File: src/mds_regs.svh
// Register offsets, field positions, reset values and timing counts of the disc data separator
`ifndef MDS_REGS_SVH
`define MDS_REGS_SVH

// ==========================================================
// Register offsets (word index on the plain register port)
`define MDS_OFS_CTRL 3'h0
`define MDS_OFS_SYNC 3'h1
`define MDS_OFS_TXDATA 3'h2
`define MDS_OFS_RXDATA 3'h3
`define MDS_OFS_STATUS 3'h4

// ==========================================================
// Control register fields
`define MDS_CTRL_SRCSEL 0
`define MDS_CTRL_TWOBYTE 1
`define MDS_CTRL_ZSYNC 2
`define MDS_CTRL_RXHUNT 3

// Status register fields
`define MDS_ST_RDA 0
`define MDS_ST_CHECK 1
`define MDS_ST_SYNCED 2
`define MDS_ST_TXEMPTY 3
`define MDS_ST_APPEND 4
`define MDS_ST_OVERRUN 5

// ==========================================================
// Reset values
`define MDS_CTRL_RST 8'h00
`define MDS_SYNC_RST 8'h01

// ==========================================================
// Timing, each derived from the 25 ns clock period
`define MDS_CLK_NS 25
`define MDS_STRETCH_NS 500
`define MDS_NARROW_NS 50
`define MDS_REF_NS 1000
`define MDS_ZSYNC_NS 5000
`define MDS_STRETCH_CYC (`MDS_STRETCH_NS / `MDS_CLK_NS)
`define MDS_NARROW_CYC (`MDS_NARROW_NS / `MDS_CLK_NS)
`define MDS_REF_CYC (`MDS_REF_NS / `MDS_CLK_NS)
`define MDS_ZSYNC_CYC (`MDS_ZSYNC_NS / `MDS_CLK_NS)
`define MDS_CRC_POLY 16'h8005
`define MDS_CRC_BITS 16

`endif

File: src/mds_pkg.sv
// Types shared by the disc data separator
package mds_pkg;

	// ==========================================================
	// Register port request, one cycle per access
	typedef struct packed {
		logic [2:0] addr;
		logic [7:0] wdata;
		logic wr;
		logic rd;
	} mds_bus_req_s;

	// ==========================================================
	// Receiver and transmitter states, one-hot
	typedef enum logic [1:0] {
		RX_HUNT = 2'b01,
		RX_DATA = 2'b10
	} mds_rx_e;

	typedef enum logic [2:0] {
		TX_PAYLOAD = 3'b001,
		TX_APPEND = 3'b010,
		TX_TAIL = 3'b100
	} mds_tx_e;

endpackage : mds_pkg

File: src/mds_data_separator.sv
// MFM read data separator, serial adapter and CRC append/check path
`timescale 1ns/10ps
`include "mds_regs.svh"

module mds_data_separator
	import mds_pkg::*;
(
	input wire logic mclk,
	input wire logic resetn,
	input wire mds_bus_req_s busReq,
	output logic [7:0] busRdata,
	input wire logic rawDiscPulse,
	input wire logic sectorPulse,
	input wire logic writeControl,
	output logic stretchedPulse,
	output logic zero_sync_pulse,
	output logic receive_bit_clock,
	output logic receive_bit_clock_inverted,
	output logic transmit_bit_clock_true,
	output logic transmit_bit_clock_inverted,
	output logic writeSerialData,
	output logic receive_byte_pair_ready,
	output logic check_result
);

	// ==========================================================
	// Functions
	// One CRC division step, MSB first
	function automatic logic [15:0] crcStep(input logic [15:0] crc, input logic din);
		logic [15:0] nxt;
		nxt = {crc[14:0], 1'b0};
		if (crc[15] ^ din) begin
			nxt = nxt ^ `MDS_CRC_POLY;
		end
		return nxt;
	endfunction : crcStep

	// Rising edge of a level against its previous value
	function automatic logic riseOf(input logic now, input logic prev);
		return now & ~prev;
	endfunction : riseOf

	// ==========================================================
	// Registers and state
	logic [7:0] ctrlReg;
	logic [7:0] syncCode;
	logic [5:0] refCnt;
	logic refClk;
	logic inPrev;
	logic [4:0] stretchCnt;
	logic stRise;
	logic [1:0] narrowCnt;
	logic [7:0] zsCnt;
	logic [5:0] fbCnt;
	logic rxClk;
	logic sepBit;
	logic rxData;
	mds_rx_e rxState;
	logic [7:0] huntSr;
	logic [7:0] rxSr;
	logic [2:0] rxBitCnt;
	logic [7:0] queue [0:2];
	logic [2:0] qValid;
	logic overrun;
	mds_tx_e txState;
	logic [7:0] txHold;
	logic holdFull;
	logic [7:0] txShift;
	logic [2:0] txCnt;
	logic [3:0] apCnt;
	logic [15:0] crc;

	// ==========================================================
	// Source selector and pulse shaping
	wire srcRaw = ctrlReg[`MDS_CTRL_SRCSEL];
	wire inMux = srcRaw ? rawDiscPulse : refClk;
	wire startStretch = riseOf(inMux, inPrev) && (stretchCnt == 5'd0);
	wire narrowPulse = (narrowCnt != 2'd0);
	wire readMode = writeControl;
	assign stretchedPulse = (stretchCnt != 5'd0);

	// 1 MHz reference, half high half low
	always_ff @(posedge mclk) begin
		if (!resetn) begin
			refCnt <= 6'd0;
			refClk <= 1'b0;
		end else begin
			refCnt <= (refCnt == 6'(`MDS_REF_CYC - 1)) ? 6'd0 : refCnt + 6'd1;
			refClk <= (refCnt < 6'(`MDS_REF_CYC / 2 - 1)) || (refCnt == 6'(`MDS_REF_CYC - 1));
		end
	end

	// Non-retriggerable one-shots; a second pulse inside the stretch is absorbed
	always_ff @(posedge mclk) begin
		if (!resetn) begin
			inPrev <= 1'b0;
			stretchCnt <= 5'd0;
			stRise <= 1'b0;
			narrowCnt <= 2'd0;
		end else begin
			inPrev <= inMux;
			stRise <= startStretch;
			if (startStretch) begin
				stretchCnt <= 5'(`MDS_STRETCH_CYC);
			end else if (stretchCnt != 5'd0) begin
				stretchCnt <= stretchCnt - 5'd1;
			end
			if (stRise) begin
				narrowCnt <= 2'(`MDS_NARROW_CYC);
			end else if (narrowCnt != 2'd0) begin
				narrowCnt <= narrowCnt - 2'd1;
			end
		end
	end

	// ==========================================================
	// Zero sync one-shot, started by software
	wire zsStart = busReq.wr && (busReq.addr == `MDS_OFS_CTRL) && busReq.wdata[`MDS_CTRL_ZSYNC];
	assign zero_sync_pulse = (zsCnt != 8'd0);

	always_ff @(posedge mclk) begin
		if (!resetn) begin
			zsCnt <= 8'd0;
		end else if (zsStart && zsCnt == 8'd0) begin
			zsCnt <= 8'(`MDS_ZSYNC_CYC);
		end else if (zsCnt != 8'd0) begin
			zsCnt <= zsCnt - 8'd1;
		end
	end

	// ==========================================================
	// Digital loop: counter from the master clock stands in for the oscillator
	// Corrections are small steps so a single noisy pulse cannot pull the phase far
	wire tick1M = (fbCnt == 6'(`MDS_REF_CYC - 1));
	wire phaseCorr = stRise && srcRaw;
	wire zsForce = zero_sync_pulse && stRise;
	wire rxRiseEv = tick1M && !rxClk && !zsForce;
	wire rxFallEv = tick1M && rxClk && !zsForce;
	logic [5:0] next_fbCnt;

	always_comb begin
		next_fbCnt = fbCnt + 6'd1;
		if (zsForce || tick1M) begin
			next_fbCnt = 6'd0;
		end else if (phaseCorr && fbCnt < 6'(`MDS_REF_CYC / 2)) begin
			next_fbCnt = fbCnt + 6'd2;
		end else if (phaseCorr) begin
			next_fbCnt = fbCnt;
		end
	end

	// Divide-by-two to the complementary bit clocks
	always_ff @(posedge mclk) begin
		if (!resetn) begin
			fbCnt <= 6'd0;
			rxClk <= 1'b0;
		end else begin
			fbCnt <= next_fbCnt;
			if (zsForce) begin
				rxClk <= 1'b0;
			end else if (tick1M) begin
				rxClk <= ~rxClk;
			end
		end
	end

	assign receive_bit_clock = rxClk;
	assign receive_bit_clock_inverted = ~rxClk;
	assign transmit_bit_clock_true = ~rxClk;
	assign transmit_bit_clock_inverted = rxClk;

	// ==========================================================
	// Data window and the two separator flops
	wire windowHit = narrowPulse && rxClk;

	always_ff @(posedge mclk) begin
		if (!resetn) begin
			sepBit <= 1'b0;
			rxData <= 1'b0;
		end else begin
			if (rxFallEv) begin
				sepBit <= 1'b0;
				rxData <= sepBit;
			end else if (windowHit) begin
				sepBit <= 1'b1;
			end
		end
	end

	// ==========================================================
	// Receiver: hunt for sync, then assemble bytes on the receive clock
	wire rxEn = readMode && (rxRiseEv);
	wire [7:0] huntNext = {huntSr[6:0], rxData};
	wire syncHit = (rxState == RX_HUNT) && rxEn && (huntNext == syncCode);
	wire [7:0] byteNext = {rxSr[6:0], rxData};
	wire bytePush = (rxState == RX_DATA) && rxEn && (rxBitCnt == 3'd7);
	wire huntCmd = busReq.wr && (busReq.addr == `MDS_OFS_CTRL) && busReq.wdata[`MDS_CTRL_RXHUNT];

	always_ff @(posedge mclk) begin
		if (!resetn) begin
			rxState <= RX_HUNT;
			huntSr <= 8'h00;
			rxSr <= 8'h00;
			rxBitCnt <= 3'd0;
		end else if (huntCmd) begin
			rxState <= RX_HUNT;
			huntSr <= 8'h00;
		end else if (rxEn) begin
			case (rxState)
				RX_HUNT: begin
					huntSr <= huntNext;
					if (syncHit) begin
						rxState <= RX_DATA;
						rxBitCnt <= 3'd0;
					end
				end
				RX_DATA: begin
					rxSr <= byteNext;
					rxBitCnt <= rxBitCnt + 3'd1;
				end
				default: rxState <= RX_HUNT;
			endcase
		end
	end

	// ==========================================================
	// Three byte receive queue: enter at the top, fall to the last empty slot
	wire rxPop = busReq.rd && (busReq.addr == `MDS_OFS_RXDATA) && qValid[0];
	logic [2:0] next_qValid;
	logic [2:0] qMove;

	always_comb begin
		qMove = 3'b000;
		next_qValid = qValid;
		if (rxPop) begin
			next_qValid[0] = 1'b0;
		end
		qMove[0] = !next_qValid[0] && next_qValid[1];
		qMove[1] = !next_qValid[1] && next_qValid[2];
		if (qMove[0]) begin
			next_qValid[0] = 1'b1;
			next_qValid[1] = 1'b0;
		end
		if (qMove[1]) begin
			next_qValid[1] = 1'b1;
			next_qValid[2] = 1'b0;
		end
		qMove[2] = bytePush && !next_qValid[2];
		if (qMove[2]) begin
			next_qValid[2] = 1'b1;
		end
	end

	always_ff @(posedge mclk) begin
		if (!resetn) begin
			qValid <= 3'b000;
			overrun <= 1'b0;
		end else begin
			qValid <= next_qValid;
			if (bytePush && !qMove[2]) begin
				overrun <= 1'b1; // Byte lost, queue full
			end else if (huntCmd) begin
				overrun <= 1'b0;
			end
		end
	end

	// Queue data, one move per slot per clock
	always_ff @(posedge mclk) begin
		for (int i = 0; i < 2; i++) begin
			if (qMove[i]) begin
				queue[i] <= queue[i+1];
			end
		end
		if (qMove[2]) begin
			queue[2] <= byteNext;
		end
	end

	wire twoByte = ctrlReg[`MDS_CTRL_TWOBYTE];
	wire rdaLevel = twoByte ? (qValid[0] && qValid[1]) : qValid[0];

	// ==========================================================
	// Transmitter and append selector, advancing on the transmit clock rise
	wire txEv = !readMode && rxFallEv;
	wire txLoad = (txState == TX_PAYLOAD) && (txCnt == 3'd0);
	wire underflow = txLoad && !holdFull;
	wire txWr = busReq.wr && (busReq.addr == `MDS_OFS_TXDATA);
	logic txBit;

	always_comb begin
		txBit = 1'b0;
		case (txState)
			TX_PAYLOAD: txBit = underflow ? crc[15] : (txLoad ? txHold[7] : txShift[7]);
			TX_APPEND: txBit = crc[15];
			TX_TAIL: txBit = 1'b0;
			default: txBit = 1'b0;
		endcase
	end

	// Selector output feeds the encoder
	always_ff @(posedge mclk) begin
		if (!resetn) begin
			txState <= TX_PAYLOAD;
			txShift <= 8'h00;
			txCnt <= 3'd0;
			apCnt <= 4'd0;
			writeSerialData <= 1'b0;
		end else if (sectorPulse) begin
			txState <= TX_PAYLOAD;
			txCnt <= 3'd0;
		end else if (txEv) begin
			writeSerialData <= txBit;
			case (txState)
				TX_PAYLOAD: begin
					if (underflow) begin
						txState <= TX_APPEND;
						apCnt <= 4'(`MDS_CRC_BITS - 1);
					end else if (txLoad) begin
						txShift <= {txHold[6:0], 1'b0};
						txCnt <= 3'd7;
					end else begin
						txShift <= {txShift[6:0], 1'b0};
						txCnt <= txCnt - 3'd1;
					end
				end
				TX_APPEND: begin
					apCnt <= apCnt - 4'd1;
					if (apCnt == 4'd1) begin
						txState <= TX_TAIL;
					end
				end
				TX_TAIL: txState <= TX_TAIL;
				default: txState <= TX_PAYLOAD;
			endcase
		end
	end

	// Holding byte; a load by the shifter wins over nothing, a write always refills
	always_ff @(posedge mclk) begin
		if (!resetn) begin
			holdFull <= 1'b0;
			txHold <= 8'h00;
		end else if (txWr) begin
			holdFull <= 1'b1;
			txHold <= busReq.wdata;
		end else if (txEv && txLoad && holdFull) begin
			holdFull <= 1'b0;
		end
	end

	// ==========================================================
	// CRC: generate on write, check on read; frozen feedback while appending
	wire crcTx = txEv && (txState == TX_PAYLOAD) && !underflow;
	wire crcShiftOut = txEv && (underflow || txState == TX_APPEND);
	wire crcRx = rxEn && (rxState == RX_DATA);
	logic [15:0] next_crc;

	always_comb begin
		next_crc = crc;
		if (sectorPulse) begin
			next_crc = 16'h0000;
		end else if (crcTx) begin
			next_crc = crcStep(crc, txBit);
		end else if (crcShiftOut) begin
			next_crc = {crc[14:0], 1'b0};
		end else if (crcRx) begin
			next_crc = crcStep(crc, rxData);
		end
	end

	// Check result follows every received bit, so after the stored check bytes it shows the verdict
	always_ff @(posedge mclk) begin
		if (!resetn) begin
			crc <= 16'h0000;
			check_result <= 1'b0;
		end else begin
			crc <= next_crc;
			if (sectorPulse) begin
				check_result <= 1'b0;
			end else if (crcRx) begin
				check_result <= (next_crc != 16'h0000);
			end
		end
	end

	// ==========================================================
	// Register port: control, sync code, status and queue read
	wire [7:0] statusWord = {2'b00, overrun, (txState != TX_PAYLOAD), !holdFull,
		(rxState == RX_DATA), check_result, rdaLevel};

	always_ff @(posedge mclk) begin
		if (!resetn) begin
			ctrlReg <= `MDS_CTRL_RST;
			syncCode <= `MDS_SYNC_RST;
			busRdata <= 8'h00;
			receive_byte_pair_ready <= 1'b0;
		end else begin
			receive_byte_pair_ready <= rdaLevel;
			if (busReq.wr && busReq.addr == `MDS_OFS_CTRL) begin
				ctrlReg <= {4'h0, 1'b0, 1'b0, busReq.wdata[1:0]};
			end
			if (busReq.wr && busReq.addr == `MDS_OFS_SYNC) begin
				syncCode <= busReq.wdata;
			end
			busRdata <= 8'h00;
			if (busReq.rd) begin
				case (busReq.addr)
					`MDS_OFS_CTRL: busRdata <= ctrlReg;
					`MDS_OFS_SYNC: busRdata <= syncCode;
					`MDS_OFS_RXDATA: busRdata <= qValid[0] ? queue[0] : 8'h00;
					`MDS_OFS_STATUS: busRdata <= statusWord;
					default: busRdata <= 8'h00;
				endcase
			end
		end
	end
endmodule : mds_data_separator

File: config.mk
export PLATFORM = sky130hd
export DESIGN_NAME = mds_data_separator
export DESIGN_NICKNAME = d
export VERILOG_FILES = /design/src/mds_pkg.sv /design/src/mds_data_separator.sv
export VERILOG_INCLUDE_DIRS = /design/src
export SDC_FILE = /design/constraint.sdc
export NUM_CORES = 1
export LEC_CHECK = 0
export ABC_CLOCK_PERIOD_IN_PS = 3300
export BUFFER_PORTS_ARGS = -buffer_cell sky130_fd_sc_hd__buf_2
export CAP_MARGIN = 0
export CORE_ASPECT_RATIO = 1.25
export CORE_MARGIN = 8
export CORE_UTILIZATION = 55
export CTS_BUF_LIST = sky130_fd_sc_hd__clkbuf_8
export DETAILED_ROUTE_END_ITERATION = 10
export PLACE_DENSITY = 0.73
export RECOVER_POWER = 50
export SLEW_MARGIN = 30
export SYNTH_ARGS = -nofsm -noshare
export SYNTH_HDL_FRONTEND = slang
export SYNTH_SLANG_ARGS = --single-unit
File: constraint.sdc
create_clock -name mclk -period 3.3 [get_ports mclk]
set_clock_uncertainty 0.05 [all_clocks]
set_input_delay 0.165 -clock mclk [delete_from_list [all_inputs] [get_ports mclk]]
set_output_delay 0.165 -clock mclk [all_outputs]
set_load 0.01 [all_outputs]
* Word level (Yosys, flattened, before mapping) *
Memory sizes are Yosys's and may differ from the RTL's.
Cells that the tools add are included.

word-level totals
  memories kept = 1
  register bits after elaboration = 120
  ROM bits = 0
  bits in writable memories = 24
  latch bits = 0

memory list
  memory  depth  width  rd ports  clocked after Yosys merged registers in  wr ports  line                      source
  queue   3      8      3         0                                        2         mds_data_separator.sv:62  logic [7:0] queue [0:2];

cells by class
  equal/unequal tests = 19
  order comparisons = 2
  divide/modulo/power cells = 0
  reduce and logical (&&, ||, !) cells = 83
  mux-type cells = 49
  bitwise operators = 11
  multipliers = 0
  add/subtract/negate cells = 9
  shift-type cells = 0

operator list
  kind                                                                          count
  16-bit 2-to-1 mux                                                             6
  8-bit 2-to-1 mux                                                              5
  1-bit logical AND                                                             35
  8-bit case mux with 4 select lines                                            1
  2-bit nonzero test                                                            9
  2-bit OR reduction                                                            9
  1-bit 2-to-1 mux                                                              17
  16-bit nonzero test                                                           1
  6-bit by 1-bit adder with 6-bit output, second input constant                 2
  6-bit == test, second input constant                                          2
  6-bit by 5-bit less-than comparator with 1-bit output, second input constant  2
  2-bit 2-to-1 mux                                                              6
  3-bit 2-to-1 mux                                                              4
  6-bit 2-to-1 mux                                                              2
  3-bit AND reduction                                                           4
  4-bit AND reduction                                                           3
  5-bit 2-to-1 mux                                                              2
  3-bit by 2-bit == test with 1-bit output, second input constant               3
  3-bit == test, second input constant                                          3
  1-bit logical NOT                                                             9
  3-bit case mux with 3 select lines                                            1
  8-bit == test                                                                 1
  8-bit logical NOT                                                             1
  4-bit case mux with 2 select lines                                            1
  other kinds (29)                                                              44

* Longest topological paths before layout *
Gate-level depths: netlist (run 1).

  word-level depth = 13
  depth in mapped cells = 10

* Worst setup path before layout (run 1) *
OpenSTA, ideal clock, no wires.

  path kind = reg2reg
  start point = register zsCnt[0]
  end point = memory queue[2][0], in the netlist queue[0][16], enable pin
  clock period less this slack = 2390 ps
  required time = 2875 ps
  arrival = 1965 ps
  cell stages (with the launch flop) = 8
  slack = 910 ps
  cell sequence = dfxtp_1 inv_1 ha_1 nor3b_1 a21boi_2 nor3_2 nand2_1 a21oi_1

RTL lines
  element                   line                       source
  start: declaration        mds_data_separator.sv:53   logic [7:0] zsCnt;
  start signal: assignment  mds_data_separator.sv:125  zsCnt <= 8'(`MDS_ZSYNC_CYC);
  start signal: assignment  mds_data_separator.sv:127  zsCnt <= zsCnt - 8'd1;
  end: declaration          mds_data_separator.sv:62

* Worst setup path after layout (run 1) *
  start point = register zsCnt[0]
  end point = register txShift[1]

between the ends
  word-level cells in the longest chain between the ends = 6

RTL lines
  element                               line                       source
  8-bit nonzero test                    mds_data_separator.sv:119  assign zero_sync_pulse = (zsCnt != 8'd0);
  1-bit logical AND                     mds_data_separator.sv:136  wire zsForce = zero_sync_pulse && stRise;
  1-bit logical NOT                     mds_data_separator.sv:138  wire rxFallEv = tick1M && rxClk && !zsForce;
  1-bit logical AND                     mds_data_separator.sv:138
  1-bit logical AND                     mds_data_separator.sv:285  wire txEv = !readMode && rxFallEv;
  4-bit AND reduction (no source line)  n/a
  end signal: assignment                mds_data_separator.sv:320  txShift <= {txHold[6:0], 1'b0};
  end signal: assignment                mds_data_separator.sv:323  txShift <= {txShift[6:0], 1'b0};
  end: declaration                      mds_data_separator.sv:68   logic [7:0] txShift;

Every way passes these cells.
A chain may end at the register's enable or synchronous reset.

==> flow_metrics.tcl, run 1 <==
set metrics [dict create \
    fp.dieH_um 136 \
    final_hold_viol_count 0 \
    num_antenna_cells 0 \
    cp.arrival_ns 3.05 \
    yosys-top-cells-area "dfxtp_1, edfxtp_1, nand2_1, nor2_1, a21boi_0" \
    ys_async_sr_fraction_pct 0 \
    cts_buffers 17 \
    via_per_inst 5.54 \
    hpwl_mm 9.49 \
    violations "capacitance limit, slew limit" \
    yosysTopAreaCell "dfxtp_1" \
    initial_utilization_pct 55.3 \
    clk_latency_ns 0.44 \
    setup_viol 0 \
    clockBufferDepth 2 \
    maxCapViolCount 1 \
    die_area_um2 15200 \
    die_w_um 112 \
    reg2reg_from "zsCnt[0]$_SDFFE_PP0N_" \
    io_pins 35 \
    critPathMaxFanout 14 \
    finalSetupTns_ns 0 \
    critical_path_required_ns 3.62 \
    netlist_instances 689 \
    endpoint_kind "register" \
    post_dp_cell_area_um2 6610 \
    synth_area_um2 6330 \
    grt_overflow 0 \
    grt_usage_pct 17.6 \
    grt_pass1_wl_mm 21.8 \
    antenna_left 0 \
    synth_ff_type "dfxtp_1" \
    fin_crit_ns 2.74 \
    io_buffers 34 \
    clkTransAtPathRegs_ns 0.09 \
    area_growth_pct 11.5 \
    drive_gt1_share_pct 9.95 \
    cp-start-kind "register" \
    tightest_slew_ns 1.67 \
    synth_area_per_cell_um2 9.19 \
    rrSetupSlack_ns 0.56 \
    grt_max_degree 45 \
    yosysSeqAreaShare_pct 49.0 \
    first_global_vias 4702 \
    fill_cells 965 \
    yosys-top-cells-count "dfxtp_1, nand2_1, nor2_1" \
    routabilityCongestion 0.888 \
    p_leak_uw 0.00267 \
    synth-seq-cells 143 \
    first_pass_iters 5 \
    clock_sinks 143 \
    cts_tree "done" \
    fin_nets 763 \
    synth_top_area_share_pct 37.6 \
    num_rows 44 \
    yosysMostFrequentCell "dfxtp_1" \
    htreeDepth 4 \
    cts_setup_buffers 0 \
    drtIter0Drc 269 \
    routed_wl_mm 12.9 \
    crit_type "register to register" \
    synth_warnings 0 \
    status "finished, violations left" \
    clockRootBuffer "clkbuf_8" \
    drc 0 \
    slew_viol_final 45 \
    rsz0062_at_grt "no" \
    p_per_area_nw_per_um2 548 \
    antenna_found_initial 0 \
    coreArea_um2 11500 \
    hold_class "primary input to register" \
    final_cell_area_um2 7070 \
    syn_nets 721 \
    ir_worst_vdd_uv 284 \
    critPathLaunch "zsCnt[0]$_SDFFE_PP0N_" \
    num_vias 4882 \
    min_from "busReq[12]" \
    relSlewSlack_pct -11.1 \
    synth_cell_types 68 \
    synth-edff-count 24 \
    wl_per_cell_um 14.6 \
    max_freq_ghz 0.366 \
    period_share_pct 82.9 \
]
-- timing repair --
item / CTS / global route
hold buffers: 10 / 0
hold endpoints to repair: 21 / 0
resized for setup: 0 / 0
-- layout by cell type (no fill, tap or decap), types with 5 or more instances in the layout --
cell type,Yosys,layout
ha_1,14,14
nand3_1,29,29
nand2_1,110,110
and2_1,9,8
dfxtp_1,119,119
dlygate4sd3_1,0,10
and3_1,6,6
nand4_1,7,7
nor2_1,65,65
inv_1,25,25
xor2_1,7,7
a21boi_0,30,30
edfxtp_1,24,24
o211a_1,11,11
a21oi_1,42,42
mux2i_1,22,22
nor2b_1,12,12
o21ai_0,14,14
clkbuf_1,20,17
a31oi_1,5,5
xnor2_1,17,17
nor3_1,13,13
nand2b_1,9,9
buf_4,2,5
inv_6,0,6
clkbuf_8,0,17
buf_2,4,17
-- registers in the layout (all words and copies together) (netlist names), 2 cells and up --
signal / flops
txState: 3
apCnt: 4
txShift: 7
txHold: 8
rxState: 2
fbCnt: 6
ctrlReg: 2
txCnt: 3
zsCnt: 8
rxSr: 7
rxBitCnt: 3
queue: 24
refCnt: 6
busRdata: 8
huntSr: 7
syncCode: 8
stretchCnt: 5
qValid: 3
narrowCnt: 2
crc: 16
-- per-stage QoR --
| step | setup slack (ns) | instances | util [%] | total power (µW) | hold slack, ns |
|---|---|---|---|---|---|
| after detailed placement | 0.611 | 840 | 57.7 | 2560 | 0.355 |
| after global placement | 0.681 | 840 | 57.7 | 2540 | 0.354 |
| final | 0.564 | 882 | 61.7 | 3870 | 0.0469 |
| after CTS | 0.574 | 882 | 61.9 | 3910 | 0.000629 |
| after global routing | 0.320 | 882 | 61.7 | 4060 | 0.0539 |
| after floorplan | 0.910 | 689 | - | 2410 | 0.226 |
-- worst max-delay path, cell delays in order, from the launching register on --
cell and delay [ns]:
dfxtp_1 0.33, inv_1 0.13, ha_1 0.17, or3b_2 0.51, o21ai_4 0.24, nand2_2 0.22, nor3_2 0.67, nand4_1 0.16
a21boi_0 0.18
-- final cells by class --
class / instances / area, µm² / share of cell area, %
multi-input cells: 495 / 3030 / 42.9
flip-flops and latches: 143 / 3100 / 43.9
clock buffers: 17 / 234 / 3.31
inverters: 25 / 93.8 / 1.33
well taps: 138 / 173 / 2.44
repair buffers: 49 / 287 / 4.06
clock inverters: 15 / 148 / 2.09
-- path summary, 6_finish.rpt --
kind | end | cells after the start
max | txShift[1]$_SDFFE_PN0P_ | 8
min | busRdata[6]$_SDFF_PN0_ | 3
max reg2reg | txShift[1]$_SDFFE_PN0P_ | 8
min reg2reg | queue[0][2]$_DFFE_PP_ | 0
-- routing by layer --
| layer | global-route usage (%) | wire length, µm | vias to the layer above | part of all wire (%) |
|---|---|---|---|---|
| met3 | 4.40 | 603 | 17 | 4.7 |
| li1 | - | - | 2487 | - |
| met4 | 7.59 | 239 | 0 | 1.9 |
| met2 | 29.6 | 6250 | 94 | 48 |
| met5 | 0 | 0 | - | 0 |
| met1 | 21.1 | 5820 | 2284 | 45 |
-- where the power goes --
group	total [µW]	switching, µW	internal [µW]
sequential	1950	93.6	1850
combinational	580	324	256
clock	1340	722	621
-- cells by family after synthesis --
family / synth area share, %
simple gates: 22.7
xor+xnor: 3.32
compound gates: 15.0
flops: 49.0
buf+inv: 3.22
mux: 4.01
fa+ha+maj: 2.77
Power figures use the tool's default switching activity.
==> inputs of run 2 (changes only) <==
--- a/config.mk
+++ b/config.mk
@@ -6,7 +6,8 @@
 export SDC_FILE = /design/constraint.sdc
 export NUM_CORES = 1
 export LEC_CHECK = 0
-export ABC_CLOCK_PERIOD_IN_PS = 3300
+export ABC_AREA = 1
+export ABC_CLOCK_PERIOD_IN_PS = 2300
 export BUFFER_PORTS_ARGS = -buffer_cell sky130_fd_sc_hd__buf_2
 export CAP_MARGIN = 0
 export CORE_ASPECT_RATIO = 1.25
@@ -14,7 +15,7 @@
 export CORE_UTILIZATION = 55
 export CTS_BUF_LIST = sky130_fd_sc_hd__clkbuf_8
 export DETAILED_ROUTE_END_ITERATION = 10
-export PLACE_DENSITY = 0.73
+export PLACE_DENSITY = 0.76
 export RECOVER_POWER = 50
 export SLEW_MARGIN = 30
 export SYNTH_ARGS = -nofsm -noshare
==> constraint.sdc (replaced) <==
create_clock -name mclk -period 2.3 [get_ports mclk]
set_clock_uncertainty 0.05 [all_clocks]
set_input_delay 0.115 -clock mclk [delete_from_list [all_inputs] [get_ports mclk]]
set_output_delay 0.115 -clock mclk [all_outputs]
set_load 0.01 [all_outputs]
==> run 2 against run 1 <==
Compared with the run above:
- the flow now finishes without violations
- critical endpoint is now check_result$_SDFFE_PP0P_
- clock-buffer cell count is the same
- sequential share of layout area shrank 1.2 points
- non-clock buffer count grew 29
- flip-flop and latch count is the same
- hold slack gained 0.00093 ns
- critical path depth grew 7
- worst setup slack lost 0.44 ns
- global-route usage grew 1.3 points
- final cell count grew 14%
- total power grew 46%
- largest cell class unchanged
==> flow_metrics.tcl, run 2 <==
set metrics [dict create \
    status "finished clean" \
    synth-seq-cells 143 \
    die_area_um2 15000 \
    fin_util_pct 66.1 \
    antenna_left 0 \
    cp-start-kind "register" \
    wl_per_cell_um 14.2 \
    gr-usage-met2_pct 33.5 \
    synth_top_area_share_pct 38.4 \
    yosysMostFrequentCell "nand2_1" \
    critPathMaxStageDelay_ns 0.38 \
    fin_crit_ns 2.17 \
    synth_top_family_by_area "simple AND/OR/NAND/NOR gates" \
    final_cell_mix "nand2_1, dfxtp_1, inv_1, nor2_1, o21ai_0" \
    pre_cts_slack_ns -0.0113 \
    drc 0 \
    first_global_vias 5195 \
    muxShareOfSynthArea_pct 0.161 \
    relSlewSlack_pct 63.1 \
    num_antenna_cells 0 \
    grt_usage_pct 18.9 \
    yosysTopAreaCell "dfxtp_1" \
    clkTransAtPathRegs_ns 0.09 \
    period_share_pct 94.4 \
    drtIter0Drc 385 \
    io_buffers 34 \
    critical_path_required_ns 2.60 \
    clock_sinks 143 \
    htreeDepth 4 \
    rrSetupSlack_ns 0.13 \
    yosys-top-cells-count "nand2_1, dfxtp_1, nor2_1" \
    setup_viol 0 \
    p_leak_uw 0.00309 \
    finalSetupTns_ns 0 \
    num_vias 5447 \
    clockBufferDepth 2 \
    endpoint_kind "register" \
    coreArea_um2 11000 \
    hpwl_mm 9.99 \
    first_pass_iters 6 \
    fin_nets 887 \
    io_pins 35 \
    cp_cell_sequence "ha_4, inv_1, nor2_2, nand2_2, nor2_4, nand4_4, nand3_4, buf_4, nand2_1, nand3_1, nand2_1, nor2_1, nand2_1, nor2_2, a21oi_1" \
    top_register "queue" \
    tightest_slew_ns 0.552 \
    grtUsageMet1_pct 21.2 \
    yosys-top-cells-area "dfxtp_1, edfxtp_1, nand2_1, nor2_1, inv_1" \
    synth_area_per_cell_um2 8.00 \
    layout.cells.non_filler 1003 \
    slowest_stage "dfxtp_4" \
    synth_ff_type "dfxtp_1" \
    via_per_inst 5.43 \
    area_growth_pct 17.4 \
    grt_overflow 0 \
    antenna_found_initial 0 \
    routed_wl_mm 14.2 \
    slew_viol_final 0 \
    layout_commonest_cell "nand2_1" \
    use_met3_pct 4.44 \
    num_rows 43 \
    syn_nets 807 \
    cts_buffers 17 \
    yosysSeqAreaShare_pct 50.0 \
    fp.dieH_um 135 \
    ir_worst_vdd_uv 585 \
    ys_async_sr_fraction_pct 0 \
    synth-compound-area-share_pct 12.9 \
    largest_reg_flops 24 \
    dp.cells 944 \
    grt_max_degree 35 \
    power_uw 5630 \
    synthAdderAreaFrac_pct 2.82 \
    p_per_area_nw_per_um2 773 \
    crit_type "register to register" \
    synth-simple-area-share_pct 24.1 \
    clk_latency_ns 0.45 \
    die_w_um 111 \
    final_hold_viol_count 0 \
    hold_class "primary input to register" \
    maxCapViolCount 0 \
    cp.arrival_ns 2.47 \
    max_freq_ghz 0.461 \
    top_usage_layer "met2" \
    routabilityCongestion 0.904 \
    reg_top3 "queue x24, crc x16" \
    synth_cell_types 43 \
    synth-edff-count 24 \
    clockRootBuffer "clkbuf_8" \
    synth_warnings 0 \
    synthXorXnorAreaFrac_pct 1.84 \
    synth_area_um2 6200 \
    drive_gt1_share_pct 13.5 \
    initial_utilization_pct 56.2 \
    crit_top_cell "nand2_1" \
    finalWorstSetupSlack_ns 0.129 \
    netlist_instances 775 \
    cts_tree "done" \
    grt_pass1_wl_mm 23.6 \
    critPathMaxFanout 6 \
]
[run 2: worst max-delay path, delay by kind of cell, from the launching register on]
kind	cells	cell delay, ns
and+or+nand+nor	11	1.29
DFF	1	0.38
buffers and inverters	2	0.17
adders and majority gates	1	0.13
AOI/OAI and AO/OA	1	0.07
[run 2: logic make-up (layout without fill, tap and decap cells)]
family / Yosys count / count (layout)
xor gates and xnor gates: 13 / 13
AOI/OAI and AO/OA: 140 / 140
adders and majority gates: 14 / 14
DFF: 143 / 143
muxes: 1 / 1
and+or+nand+nor: 338 / 338
buffers and inverters: 126 / 219
[run 2: worst paths after layout]
kind / from / to / cells past startpoint
worst max-delay path: fbCnt[1]$_SDFFE_PP0P_ / check_result$_SDFFE_PP0P_ / 15
worst min-delay path: resetn / rxBitCnt[0]$_SDFFE_PN0P_ / 3
worst min register to register: queue[0][11]$_DFFE_PP_ / queue[0][3]$_DFFE_PP_ / 0
worst max register to register: fbCnt[1]$_SDFFE_PP0P_ / check_result$_SDFFE_PP0P_ / 15
[run 2: power by group]
part	internal, µW	switching, µW
clock	1000	1050
combinational	332	495
sequential	2660	100
total	3990	1640
[run 2: layout make-up]
type,instances,area (µm²)
fill,906,3740
sequential,143,3110
multi-input combinational,506,2670
timing repair buffer,78,514
inverter,109,412
clock buffer,17,234
clock inverter,15,173
tap,135,169
[run 2: metal layers]
layer	vias up	wire (µm)
met5	-	0
met4	0	427
met3	36	574
met2	146	7110
met1	2543	6100
li1	2722	-
[run 2: what timing repair did]
item | in CTS | in global routing
endpoints found under the hold margin | 25 | 0
gates resized for setup | 1 | 36
setup buffers | 0 | 16
pin swaps | 0 | 13
setup endpoints to repair | 5 | 37
hold buffers | 11 | 0
[run 2: stage by stage]
stage | cell area [µm²] | hold slack [ns]
5_1_grt | 7290 | 0.0578
6_report | 7290 | 0.0479
3_5_place_dp | 6580 | 0.318
2_1_floorplan | 6200 | 0.195
3_3_place_gp | 6580 | 0.311
4_1_cts | 7100 | 0.0297
